### src/inc/eril_defs.svh
`ifndef ERIL_DEFS_SVH
`define ERIL_DEFS_SVH
// product information field byte positions
`define ERIL_PI_CRC_BYTE      4'hF
`define ERIL_PI_TRIM_HI       4'hE
`define ERIL_PI_TRIM_LO       4'hC
`define ERIL_PI_SER_HI        4'hB
`define ERIL_PI_SER_LO        4'h8
`define ERIL_PI_TYPE_VER      4'h4
`define ERIL_PI_TYPE_LO       4'h0
// register window loaded at start-up
`define ERIL_REG_FIRST        6'h10
`define ERIL_REG_LAST         6'h2F
// page-select register repeats every eight addresses
`define ERIL_PAGE_MASK        6'h07
// crc-8 settings for the information field
`define ERIL_CRC_POLY         8'h07
`define ERIL_CRC_INIT         8'hFF
// nonvolatile read latency in cycles
`define ERIL_NVM_LAT          2'h1
`endif

### src/inc/eril_pkg.sv
package eril_pkg;
    typedef enum logic [5:0] {
        ERIL_IDLE  = 6'b000001,
        ERIL_PRD   = 6'b000010,
        ERIL_PCHK  = 6'b000100,
        ERIL_CRD   = 6'b001000,
        ERIL_CWR   = 6'b010000,
        ERIL_DONE  = 6'b100000
    } eril_state_e;
    // one register write toward the register file
    typedef struct packed {
        logic       valid;
        logic [5:0] addr;
        logic [7:0] data;
    } eril_wr_s;
endpackage

### src/logic/eril_crc8.sv
`timescale 1ns/1ps
`include "eril_defs.svh"
module eril_crc8
    import eril_pkg::*;
(
    // clock and reset
    input  wire logic       i_clk,
    input  wire logic       i_nrst,
    // byte stream
    input  wire logic       i_clr,
    input  wire logic       i_en,
    input  wire logic [7:0] i_byte,
    // running value
    output logic [7:0]      o_crc
);
    logic [7:0] crc_ff;
    logic [7:0] nxt_crc;
    // bitwise msb-first crc-8 over one byte
    always_comb begin
        nxt_crc = crc_ff ^ i_byte;
        for (int b = 0; b < 8; b++) begin
            nxt_crc = nxt_crc[7] ? ((nxt_crc << 1) ^ `ERIL_CRC_POLY) : (nxt_crc << 1);
        end
    end
    always_ff @(posedge i_clk or negedge i_nrst) begin
        if (!i_nrst) begin
            crc_ff <= `ERIL_CRC_INIT;
        end else if (i_clr) begin
            crc_ff <= `ERIL_CRC_INIT;
        end else if (i_en) begin
            crc_ff <= nxt_crc;
        end
    end
    assign o_crc = crc_ff;
endmodule

### src/logic/eril_loader.sv
`timescale 1ns/1ps
`include "eril_defs.svh"
// Summary of operation
// - product information bytes are never written; only the read port exists.
// - byte 15 holds crc of the field; checked during start-up.
// - bytes 14 to 12 hold trimming values, read only.
// - bytes 11 to 8 hold a unique serial number.
// - bytes 4 to 0 hold the product type identification.
// - byte 4 reports the current silicon version.
// - start-up loads registers 10h to 2Fh automatically.
// - start-up load source is nonvolatile blocks 1 and 2.
// - load command repeats the register initialization copy.
// - page register at 10h, 18h, 20h, 28h is skipped.
// - nonvolatile byte address maps to same register address.
module eril_loader
    import eril_pkg::*;
(
    // clock and reset
    input  wire logic       i_clk,
    input  wire logic       i_nrst,
    // host command
    input  wire logic       i_register_file_load_command,
    // nonvolatile memory read port, byte addressed
    output logic [5:0]      o_nvm_addr,
    output logic            o_nvm_rd,
    input  wire logic [7:0] i_nvm_data,
    // product information field, fixed by manufacture
    input  wire logic [127:0] i_pinfo,
    // register file write port
    output eril_wr_s        o_reg_wr,
    // status
    output logic            o_busy,
    output logic            o_done,
    output logic            o_crc_ok,
    output logic [31:0]     o_serial,
    output logic [23:0]     o_trim,
    output logic [39:0]     o_type_id
);
    eril_state_e state_ff;
    logic [5:0]  addr_ff;
    logic [3:0]  pidx_ff;
    logic        lat_ff;
    logic        crc_ok_ff;
    logic        done_ff;
    eril_wr_s    wr_ff;
    logic [7:0]  crc_val;
    logic [7:0]  pbyte;
    logic        is_page;
    logic        crc_en;

    // current information byte; the field has no write path at all
    assign pbyte   = i_pinfo[{pidx_ff, 3'h0} +: 8];
    assign is_page = (addr_ff & `ERIL_PAGE_MASK) == 6'h00;
    assign crc_en  = (state_ff == ERIL_PRD) && (pidx_ff != `ERIL_PI_CRC_BYTE);

    eril_crc8 u_crc (
        .i_clk  (i_clk),
        .i_nrst (i_nrst),
        .i_clr  (state_ff == ERIL_IDLE),
        .i_en   (crc_en),
        .i_byte (pbyte),
        .o_crc  (crc_val)
    );

    // sequencer: start-up runs info check then copy; command runs copy only
    always_ff @(posedge i_clk or negedge i_nrst) begin
        if (!i_nrst) begin
            state_ff <= ERIL_IDLE;
        end else begin
            case (state_ff)
                ERIL_IDLE: state_ff <= done_ff ? ERIL_IDLE : ERIL_PRD;
                ERIL_PRD:  state_ff <= (pidx_ff == `ERIL_PI_CRC_BYTE) ? ERIL_PCHK : ERIL_PRD;
                ERIL_PCHK: state_ff <= ERIL_CRD;
                ERIL_CRD: begin
                    if (is_page) begin
                        state_ff <= (addr_ff == `ERIL_REG_LAST) ? ERIL_DONE : ERIL_CRD;
                    end else if (lat_ff) begin
                        state_ff <= ERIL_CWR;
                    end
                end
                ERIL_CWR:  state_ff <= (addr_ff == `ERIL_REG_LAST) ? ERIL_DONE : ERIL_CRD;
                ERIL_DONE: begin
                    // the first done cycle still counts as busy, so a command there is refused
                    if (i_register_file_load_command && done_ff) begin
                        state_ff <= ERIL_CRD;
                    end
                end
                default:   state_ff <= ERIL_IDLE;
            endcase
        end
    end

    // information byte index walks 0 to 15
    always_ff @(posedge i_clk or negedge i_nrst) begin
        if (!i_nrst) begin
            pidx_ff <= 4'h0;
        end else if (state_ff == ERIL_PRD) begin
            pidx_ff <= pidx_ff + 4'h1;
        end
    end

    // crc verdict held until the next power-up
    always_ff @(posedge i_clk or negedge i_nrst) begin
        if (!i_nrst) begin
            crc_ok_ff <= 1'b0;
        end else if (state_ff == ERIL_PCHK) begin
            crc_ok_ff <= (crc_val == i_pinfo[{`ERIL_PI_CRC_BYTE, 3'h0} +: 8]);
        end
    end

    // copy address: ascending from 10h, same address on both sides
    always_ff @(posedge i_clk or negedge i_nrst) begin
        if (!i_nrst) begin
            addr_ff <= `ERIL_REG_FIRST;
        end else if ((state_ff == ERIL_DONE) || (state_ff == ERIL_PCHK)) begin
            addr_ff <= `ERIL_REG_FIRST;
        end else if (((state_ff == ERIL_CRD) && is_page) || (state_ff == ERIL_CWR)) begin
            addr_ff <= addr_ff + 6'h01;
        end
    end

    // one wait cycle for the memory read
    always_ff @(posedge i_clk or negedge i_nrst) begin
        if (!i_nrst) begin
            lat_ff <= 1'b0;
        end else begin
            lat_ff <= (state_ff == ERIL_CRD) && !is_page && !lat_ff;
        end
    end

    // register write carries the byte read from the matching address
    always_ff @(posedge i_clk or negedge i_nrst) begin
        if (!i_nrst) begin
            wr_ff <= '0;
        end else begin
            wr_ff.valid <= (state_ff == ERIL_CRD) && !is_page && lat_ff;
            wr_ff.addr  <= addr_ff;
            wr_ff.data  <= i_nvm_data;
        end
    end

    // done raised only once the last write has left
    always_ff @(posedge i_clk or negedge i_nrst) begin
        if (!i_nrst) begin
            done_ff <= 1'b0;
        end else if (state_ff == ERIL_DONE) begin
            done_ff <= !(i_register_file_load_command && done_ff);
        end else if (state_ff != ERIL_IDLE) begin
            done_ff <= 1'b0;
        end
    end

    assign o_nvm_addr = addr_ff;
    assign o_nvm_rd   = (state_ff == ERIL_CRD) && !is_page;
    assign o_reg_wr   = wr_ff;
    assign o_busy     = !done_ff;
    assign o_done     = done_ff;
    assign o_crc_ok   = crc_ok_ff;
    // information fields; serial, trim and type are straight views of the field
    assign o_trim     = i_pinfo[{`ERIL_PI_TRIM_LO, 3'h0} +: 24];
    assign o_serial   = i_pinfo[{`ERIL_PI_SER_LO, 3'h0} +: 32];
    assign o_type_id  = i_pinfo[{`ERIL_PI_TYPE_LO, 3'h0} +: 40];

    // last write address, kept only for the order check
    logic [5:0] last_wr_ff;
    always_ff @(posedge i_clk or negedge i_nrst) begin
        if (!i_nrst) begin
            last_wr_ff <= 6'h00;
        end else if (o_reg_wr.valid) begin
            last_wr_ff <= o_reg_wr.addr;
        end
    end
endmodule

### config.mk
export PLATFORM = sky130hd
export DESIGN_NAME = eril_loader
export DESIGN_NICKNAME = d
export VERILOG_FILES = /design/src/inc/eril_pkg.sv /design/src/logic/eril_crc8.sv /design/src/logic/eril_loader.sv
export VERILOG_INCLUDE_DIRS = /design/src /design/src/inc
export SDC_FILE = /design/constraint.sdc
export NUM_CORES = 1
export LEC_CHECK = 0
export ABC_AREA = 1
export BUFFER_PORTS_ARGS = -buffer_cell sky130_fd_sc_hd__buf_4
export CORE_MARGIN = 4
export CORE_UTILIZATION = 44
export CTS_CLUSTER_DIAMETER = 150
export DETAILED_ROUTE_END_ITERATION = 6
export GPL_ROUTABILITY_DRIVEN = 0
export HOLD_SLACK_MARGIN = 0.05
export PLACE_DENSITY_LB_ADDON = 0.08
export SETUP_SLACK_MARGIN = 0.2
export SKIP_CTS_REPAIR_TIMING = 1
export SLEW_MARGIN = 20
export SYNTH_ARGS = -nofsm -noshare
export SYNTH_HDL_FRONTEND = slang
export SYNTH_HIERARCHICAL = 1
export SYNTH_SLANG_ARGS = --single-unit
### constraint.sdc
create_clock -name i_clk -period 2 [get_ports i_clk]
set_input_delay 0.1 -clock i_clk [delete_from_list [all_inputs] [get_ports i_clk]]
set_output_delay 0.1 -clock i_clk [all_outputs]
set_load 0.01 [all_outputs]
# == Yosys cells after proc, flatten, opt, wreduce, memory -nomap -nowiden ==
# Cells that the tools add are included.
# word_totals
in_bits,139
register_bits,42
output_inout_bits,121
elab_cells,73
# classes
reduce_logical,17
muxes,21
n_eq_ne,13
shifts,1
bitwise_logic,9
n_addsub,2
# op_table
cell,n
$shiftx 128x8->8,1
$mux 6,6
$pmux 6 s6,1
$mux 3,9
$not 3->3,8
$mux 8,2
$eq 6x6->1 const B,2
$eq 8x8->1,1
$xor 8x8->8,1
$add 6x1->6 const B,1
$eq 6x1->1 const B,1
$eq 6x2->1 const B,1
$eq 6x3->1 const B,1
$eq 6x4->1 const B,1
$eq 6x5->1 const B,1
$logic_and 1x1->1,6
$logic_not 6->1,1
$ne 6x1->1 const B,1
$reduce_bool 2->1,3
$add 4x1->4 const B,1
$eq 4x4->1 const B,1
$logic_not 1->1,4
$ne 4x4->1 const B,1
$ne 3x3->1 const B,1
other kinds (5),7

# == Longest topological paths before layout ==
# depth
ltp_word,20
depth_mapped,19
ltp_nobuf,17

# == Hierarchy ==
# The synthesis kept the hierarchy.
# modules_own_cells
module,cells_per_inst,seq_area_each_um2,instances,area_each_um2
eril_loader,544,853.3,1,3538.4
eril_crc8,112,210.2,1,700.7

# == Worst setup path after synthesis ==
# Ideal clock, no wire load.
# synth_path
path_kind,register -> register
start,reg pidx_ff[1]
end,reg u_crc.crc_ff[3] (netlist: u_crc/o_crc[3])
setup_slack_ns,0.173
setup_ns,0.078
t_arrival_ns,1.750
synth_period_minus_slack_ns,1.827
stages_incl_launch_ff,13
n_path_buf,1
required_time_ns,1.922
cell_sequence,dfrtp_1 -> nor2_2 -> buf_4 -> nand2_1 -> a21oi_1 -> nor2_1 -> nand2_1 -> nand2_1 -> xnor2_1 -> xnor2_1 -> nand2_1 -> nand3_1 -> nand2_1
# synth_between
word_cells_on_any_way,14
classes_between,eq/ne: 1; shift: 1; mux: 6; bitwise: 4; reduce/logical: 2
# synth_rtl
item,line_no,source
"start, declared",eril_loader.sv:41,logic [3:0] pidx_ff;
"start signal, assigned",eril_loader.sv:98,pidx_ff <= pidx_ff + 4'h1;
$shiftx 128x8->8 *,eril_loader.sv:52,"assign pbyte = i_pinfo[{pidx_ff, 3'h0} +: 8];"
via pbyte[2],eril_loader.sv:47,logic [7:0] pbyte;
$xor 8x8->8 *,eril_crc8.sv:20,nxt_crc = crc_ff ^ i_byte;
$mux 3 *,eril_crc8.sv:22,nxt_crc = nxt_crc[7] ? ((nxt_crc << 1) ^ `ERIL_CRC_POLY) : (nxt_crc << 1);
$not 3->3 (no line),n/a,
$mux 3 *,eril_crc8.sv:22,
$mux 8 *,eril_crc8.sv:30,end else if (i_en) begin
$mux 8 *,eril_crc8.sv:28,end else if (i_clr) begin
"end signal, assigned",eril_crc8.sv:27,crc_ff <= `ERIL_CRC_INIT;
"end signal, assigned",eril_crc8.sv:29,crc_ff <= `ERIL_CRC_INIT;
"end signal, assigned",eril_crc8.sv:31,crc_ff <= nxt_crc;
"end, declared",eril_crc8.sv:16,logic [7:0] crc_ff;
# Mark *: on every way through the listed nets, which the timed path passes. The rest lies on a longest branch. The select of a mux whose other input is x is not followed.
# A chain may end at the register's enable or synchronous reset.

# == Final worst setup path ==
# layout_path
start,reg pidx_ff[0]
end,reg u_crc.crc_ff[2] (netlist: u_crc/o_crc[2])
# layout_between
elab_chain_len,9
word_cells_on_any_way,16
classes_between,eq/ne: 1; shift: 1; mux: 7; bitwise: 5; reduce/logical: 2
# layout_rtl
item,line_no
$shiftx 128x8->8 *,eril_loader.sv:52
via pbyte[1],eril_loader.sv:47
$xor 8x8->8 *,eril_crc8.sv:20
$not 3->3 (no line),n/a
$mux 3 * (2 in series),eril_crc8.sv:22
$not 3->3 (no line),n/a
$mux 3 *,eril_crc8.sv:22
$mux 8 *,eril_crc8.sv:30
$mux 8 *,eril_crc8.sv:28
# Marked as above.

==> qor_table.md <==
| Quantity | Value | Unit |
|:---|:---|:---|
| Final wirelength | 15,200 | um |
| Total of flip-flops plus latches after synthesis | 42 | - |
| Worst reg2reg startpoint | pidx_ff[0] | - |
| Vias per cell | 4.88 | - |
| Power density over cell area | 550 | nW/um^2 |
| Overall die width | 106 | um |
| Basic-gate share of the synthesized area counting and, or, nand and nor cells | 0.339 | - |
| Clock slew at the register clock pins of the worst setup and hold paths | 0.09 | ns |
| Worst vdd rail ir drop | 0.480 | mV |
| Critical Path Max Stage Delay | 0.49 | ns |
| Dominant combinational cell family by area after synthesis | simple AND/OR/NAND/NOR gates | - |
| Share of cell area taken by muxes after synthesis | 0 | - |
| Proportion of synthesized chip area in sequential cells | 0.251 | - |
| Arrival time worst endpoint | 2.29 | ns |
| Clock tree skew after final layout | 0.00725 | ns |
| Compound-gate portion of the synthesized area | 0.0921 | - |
| Iteration-0 DRC Markers | 200 | - |
| Slowest CP cell | dfrtp_2 | - |
| Ranking of synthesized cells by instance count | 194 x nand2_1, 103 x buf_4, 69 x nor2_1 | - |
| Post-DR wirelength/cell | 15.5 | um |
| Number of distinct library cells after synthesis | 32 | - |
| Chip Height | 106 | um |
| Vias in the first global route | 4,544 | - |
| First-pass GRT wire length | 22,200 | um |
| Final worst slack | -0.0607 | ns |
| Path type of the worst setup path | reg -> reg | - |
| Standard cell core area | 9330 | sq um |
| Worst-case register-to-register setup slack | -0.06 | ns |
| Port Buf Inserts | 259 | - |
| Critical-path maximum fanout | 6 | - |
| Estimated wirelength of the detail-placed design | 12,000 | um |
| Fraction of layout cells with a size suffix above 1 | 0.494 | - |
| Clock buffer depth | 2 | - |
| Crit path buffers/inverters | 4 | - |
| Number of rows created at floorplan | 35 | - |
| Startpoint of the most critical hold path | i_register_file_load_command | - |
| Hold WC Path Type | in -> reg | - |
| TritonCTS clock tree | done | - |
| Library cell with the highest instance count after synthesis | nand2_1 | - |
| Clock period minus final worst setup slack | 2.06 | ns |
| GRT Total Usage | 0.244 | - |
| Peak clock frequency supported by timing | 0.485 | GHz |
| Antenna-violating nets left | 0 | - |
| Number of enable-type register cells in the synthesized netlist | 0 | - |
| CP endpoint kind | flip-flop | - |
| Post-Syn Area per Cell | 6.46 | sq um |
| Clock network latency to the later pin of the worst-skew pair | 0.29 | ns |
| Fraction of the mapped netlist area in adder cells | 0.00885 | - |
| Initial antenna violation count | 0 | - |
| Number of hold violations in the final report | 0 | - |
| Synthesized cell area | 4240 | sq um |
| Total via count after detailed routing | 4,783 | - |
| Max-capacitance violation count | 0 | - |
| Largest net degree at the start of global routing | 43 | - |
| Leak Pwr | 3.34 | nW |
| Overflow after GRT | 0 | - |
| Number of antenna cells inserted | 0 | - |
| Ys Warns | 6 | - |
| Number of slew-limit violations in the final report | 0 | - |
| Die Outline Area | 11,300 | sq um |
| Layout Nets | 992 | - |
| Period Utilization, post-route | 1.03 | - |
| Critical Path Source | pidx_ff[0] | - |
| End of the worst hold path | o_done | - |
| Number of top-level design ports | 260 | - |
| Final Core Density | 0.686 | - |
| Synth Instances | 656 | - |
| H-tree depth reported by CTS | 2 | - |
| Crit path required time | 2.23 | ns |
| Worst hold-check slack | 0.176 | ns |
| Count of endpoints failing setup in the final report | 5 | - |
| Result of the run | complete, but fails checks | - |
| Cells on worst reg2reg path | 17 | - |
| Post-detailed-route DRC marker count | 0 | - |
| Hold Path Stages | 6 | - |
| Clock buffer count from CTS | 5 | - |
| Top delay family on crit path | simple AND/OR/NAND/NOR gates | - |
| Top cells by area, synth | dfrtp_1 19%, buf_4 18%, nand2_1 17%, nand3_1 7.3%, dfstp_2 6.2% | - |
| Post-synthesis net count | 798 | - |
| Effective utilization at floorplan | 0.454 | - |
| Most prevalent standard cell on the critical path | nand2_1 | - |
| RSZ-0062 raised after global routing | yes | - |
| Area delta synth->final | 51.0 | % |
| Area share of the largest cell type after synthesis | 0.189 | - |
| Cell breakdown of the critical path | inv_8 -> clkbuf_16 -> buf_4 -> a21oi_1 -> nor2_2 -> nand2_1 -> nand2_2 -> inv_1 -> nand2_1 -> nand2_1 -> nand2_2 -> nand2_2 -> nand2_1 -> nand2_1 -> nand2_2 -> nand3_2 -> nand2_1 | - |
| Final total power | 3.52 | mW |
| Critical path launch point type | flip-flop | - |
| Dominant cell type by area after synthesis | dfrtp_1 | - |
| First drt pass iteration count | 4 | - |
| Transition time at the pin with the least slew margin | 0.561 | ns |
| Max-Slew Margin vs Limit | 0.626 | - |
| CTS Sinks | 42 | - |
| Synth async-reset ratio | 1.00 | - |
| Ys flop type | dfrtp_1 | - |
| Violations in the final reports | negative setup slack | - |
| Endpoint of the lowest-slack register-to-register path | u_crc/o_crc[2] | - |
| Area share of xor/xnor cells in the synthesized design | 0.0531 | - |
| Root Buffer | clkbuf_8 | - |
## state kept, by name (all words and copies together), names as in the netlist
name         count
o_reg_wr        15
state_ff         6
o_done           1
o_nvm_addr       6
u_crc/o_crc      8
lat_ff           1
o_crc_ok         1
pidx_ff          4
## power by group
| group | leakage (nW) | switching (mW) | internal (mW) |
|---|---|---|---|
| clock | 0.0579 | 0.305 | 0.368 |
| combinational | 2.80 | 0.812 | 0.864 |
| sequential | 0.486 | 0.177 | 0.997 |
## worst max path at each step
stage,to,cells past startpoint
2_1_floorplan,u_crc/o_crc[3],12
6_report,u_crc/o_crc[2],17
3_5_place_dp,u_crc/o_crc[3],11
3_3_place_gp,u_crc/o_crc[3],11
5_1_grt,u_crc/o_crc[1],18
4_1_cts,u_crc/o_crc[4],11
## tightest hold or removal path: cells and delay by family
kind / cells / cell delay (ns)
and+or+nand+nor: 3 / 0.14
buffers and inverters: 3 / 0.18
## through the flow
stage	cells	instance area, sq um	setup slack (ns)	TNS (ns)
2_1_floorplan	656	4250	0.212	0
3_3_place_gp	943	5650	-0.0367	-0.0860
5_1_grt	980	6400	-0.199	-1.07
3_5_place_dp	943	5650	-0.0737	-0.332
6_report	980	6400	-0.0607	-0.162
4_1_cts	951	5760	-0.109	-0.506
## layout make-up
class,count,area (sq um)
fillers,802,2930
repair buffers,309,2480
multi-input cells,445,2400
flip-flops and latches,42,1070
inverters,47,190
well taps,129,161
clock buffers,5,68.8
clock inverters,3,40.0
## layout by cell type (no fill, tap or decap), drive strengths merged
cell type / n
dfrtp: 32
xnor2: 14
nor3: 3
a21oi: 30
o211ai: 7
clkinv: 2
buf: 297
dlygate4sd3: 9
nand3: 63
o21ai: 36
dfstp: 10
nand4: 2
nor4: 1
nand2: 198
clkinvlp: 1
clkbuf: 8
ha: 3
a21boi: 1
xor2: 10
nor2: 74
bufinv: 1
or2: 1
nand3b: 2
inv: 46
## metal layers
metal  GRT usage  routed length [um]  up-vias  part of all wire
met5           0                   0        -                 0
met4      0.0500                 242        0             0.016
met3      0.0528                1220       21             0.080
met2       0.431                7720      204              0.51
met1       0.304                6030     2203              0.40
li1            -                   -     2355                 -
## logic make-up after synthesis
logic type / count (synthesis)
flip-flops: 42
AO/OA/AOI/OAI: 74
AND/OR/NAND/NOR: 344
adder cells (fa/ha/maj): 3
XOR/XNOR: 24
buffers and inverters: 169
(Power assumes the default switching activity.)
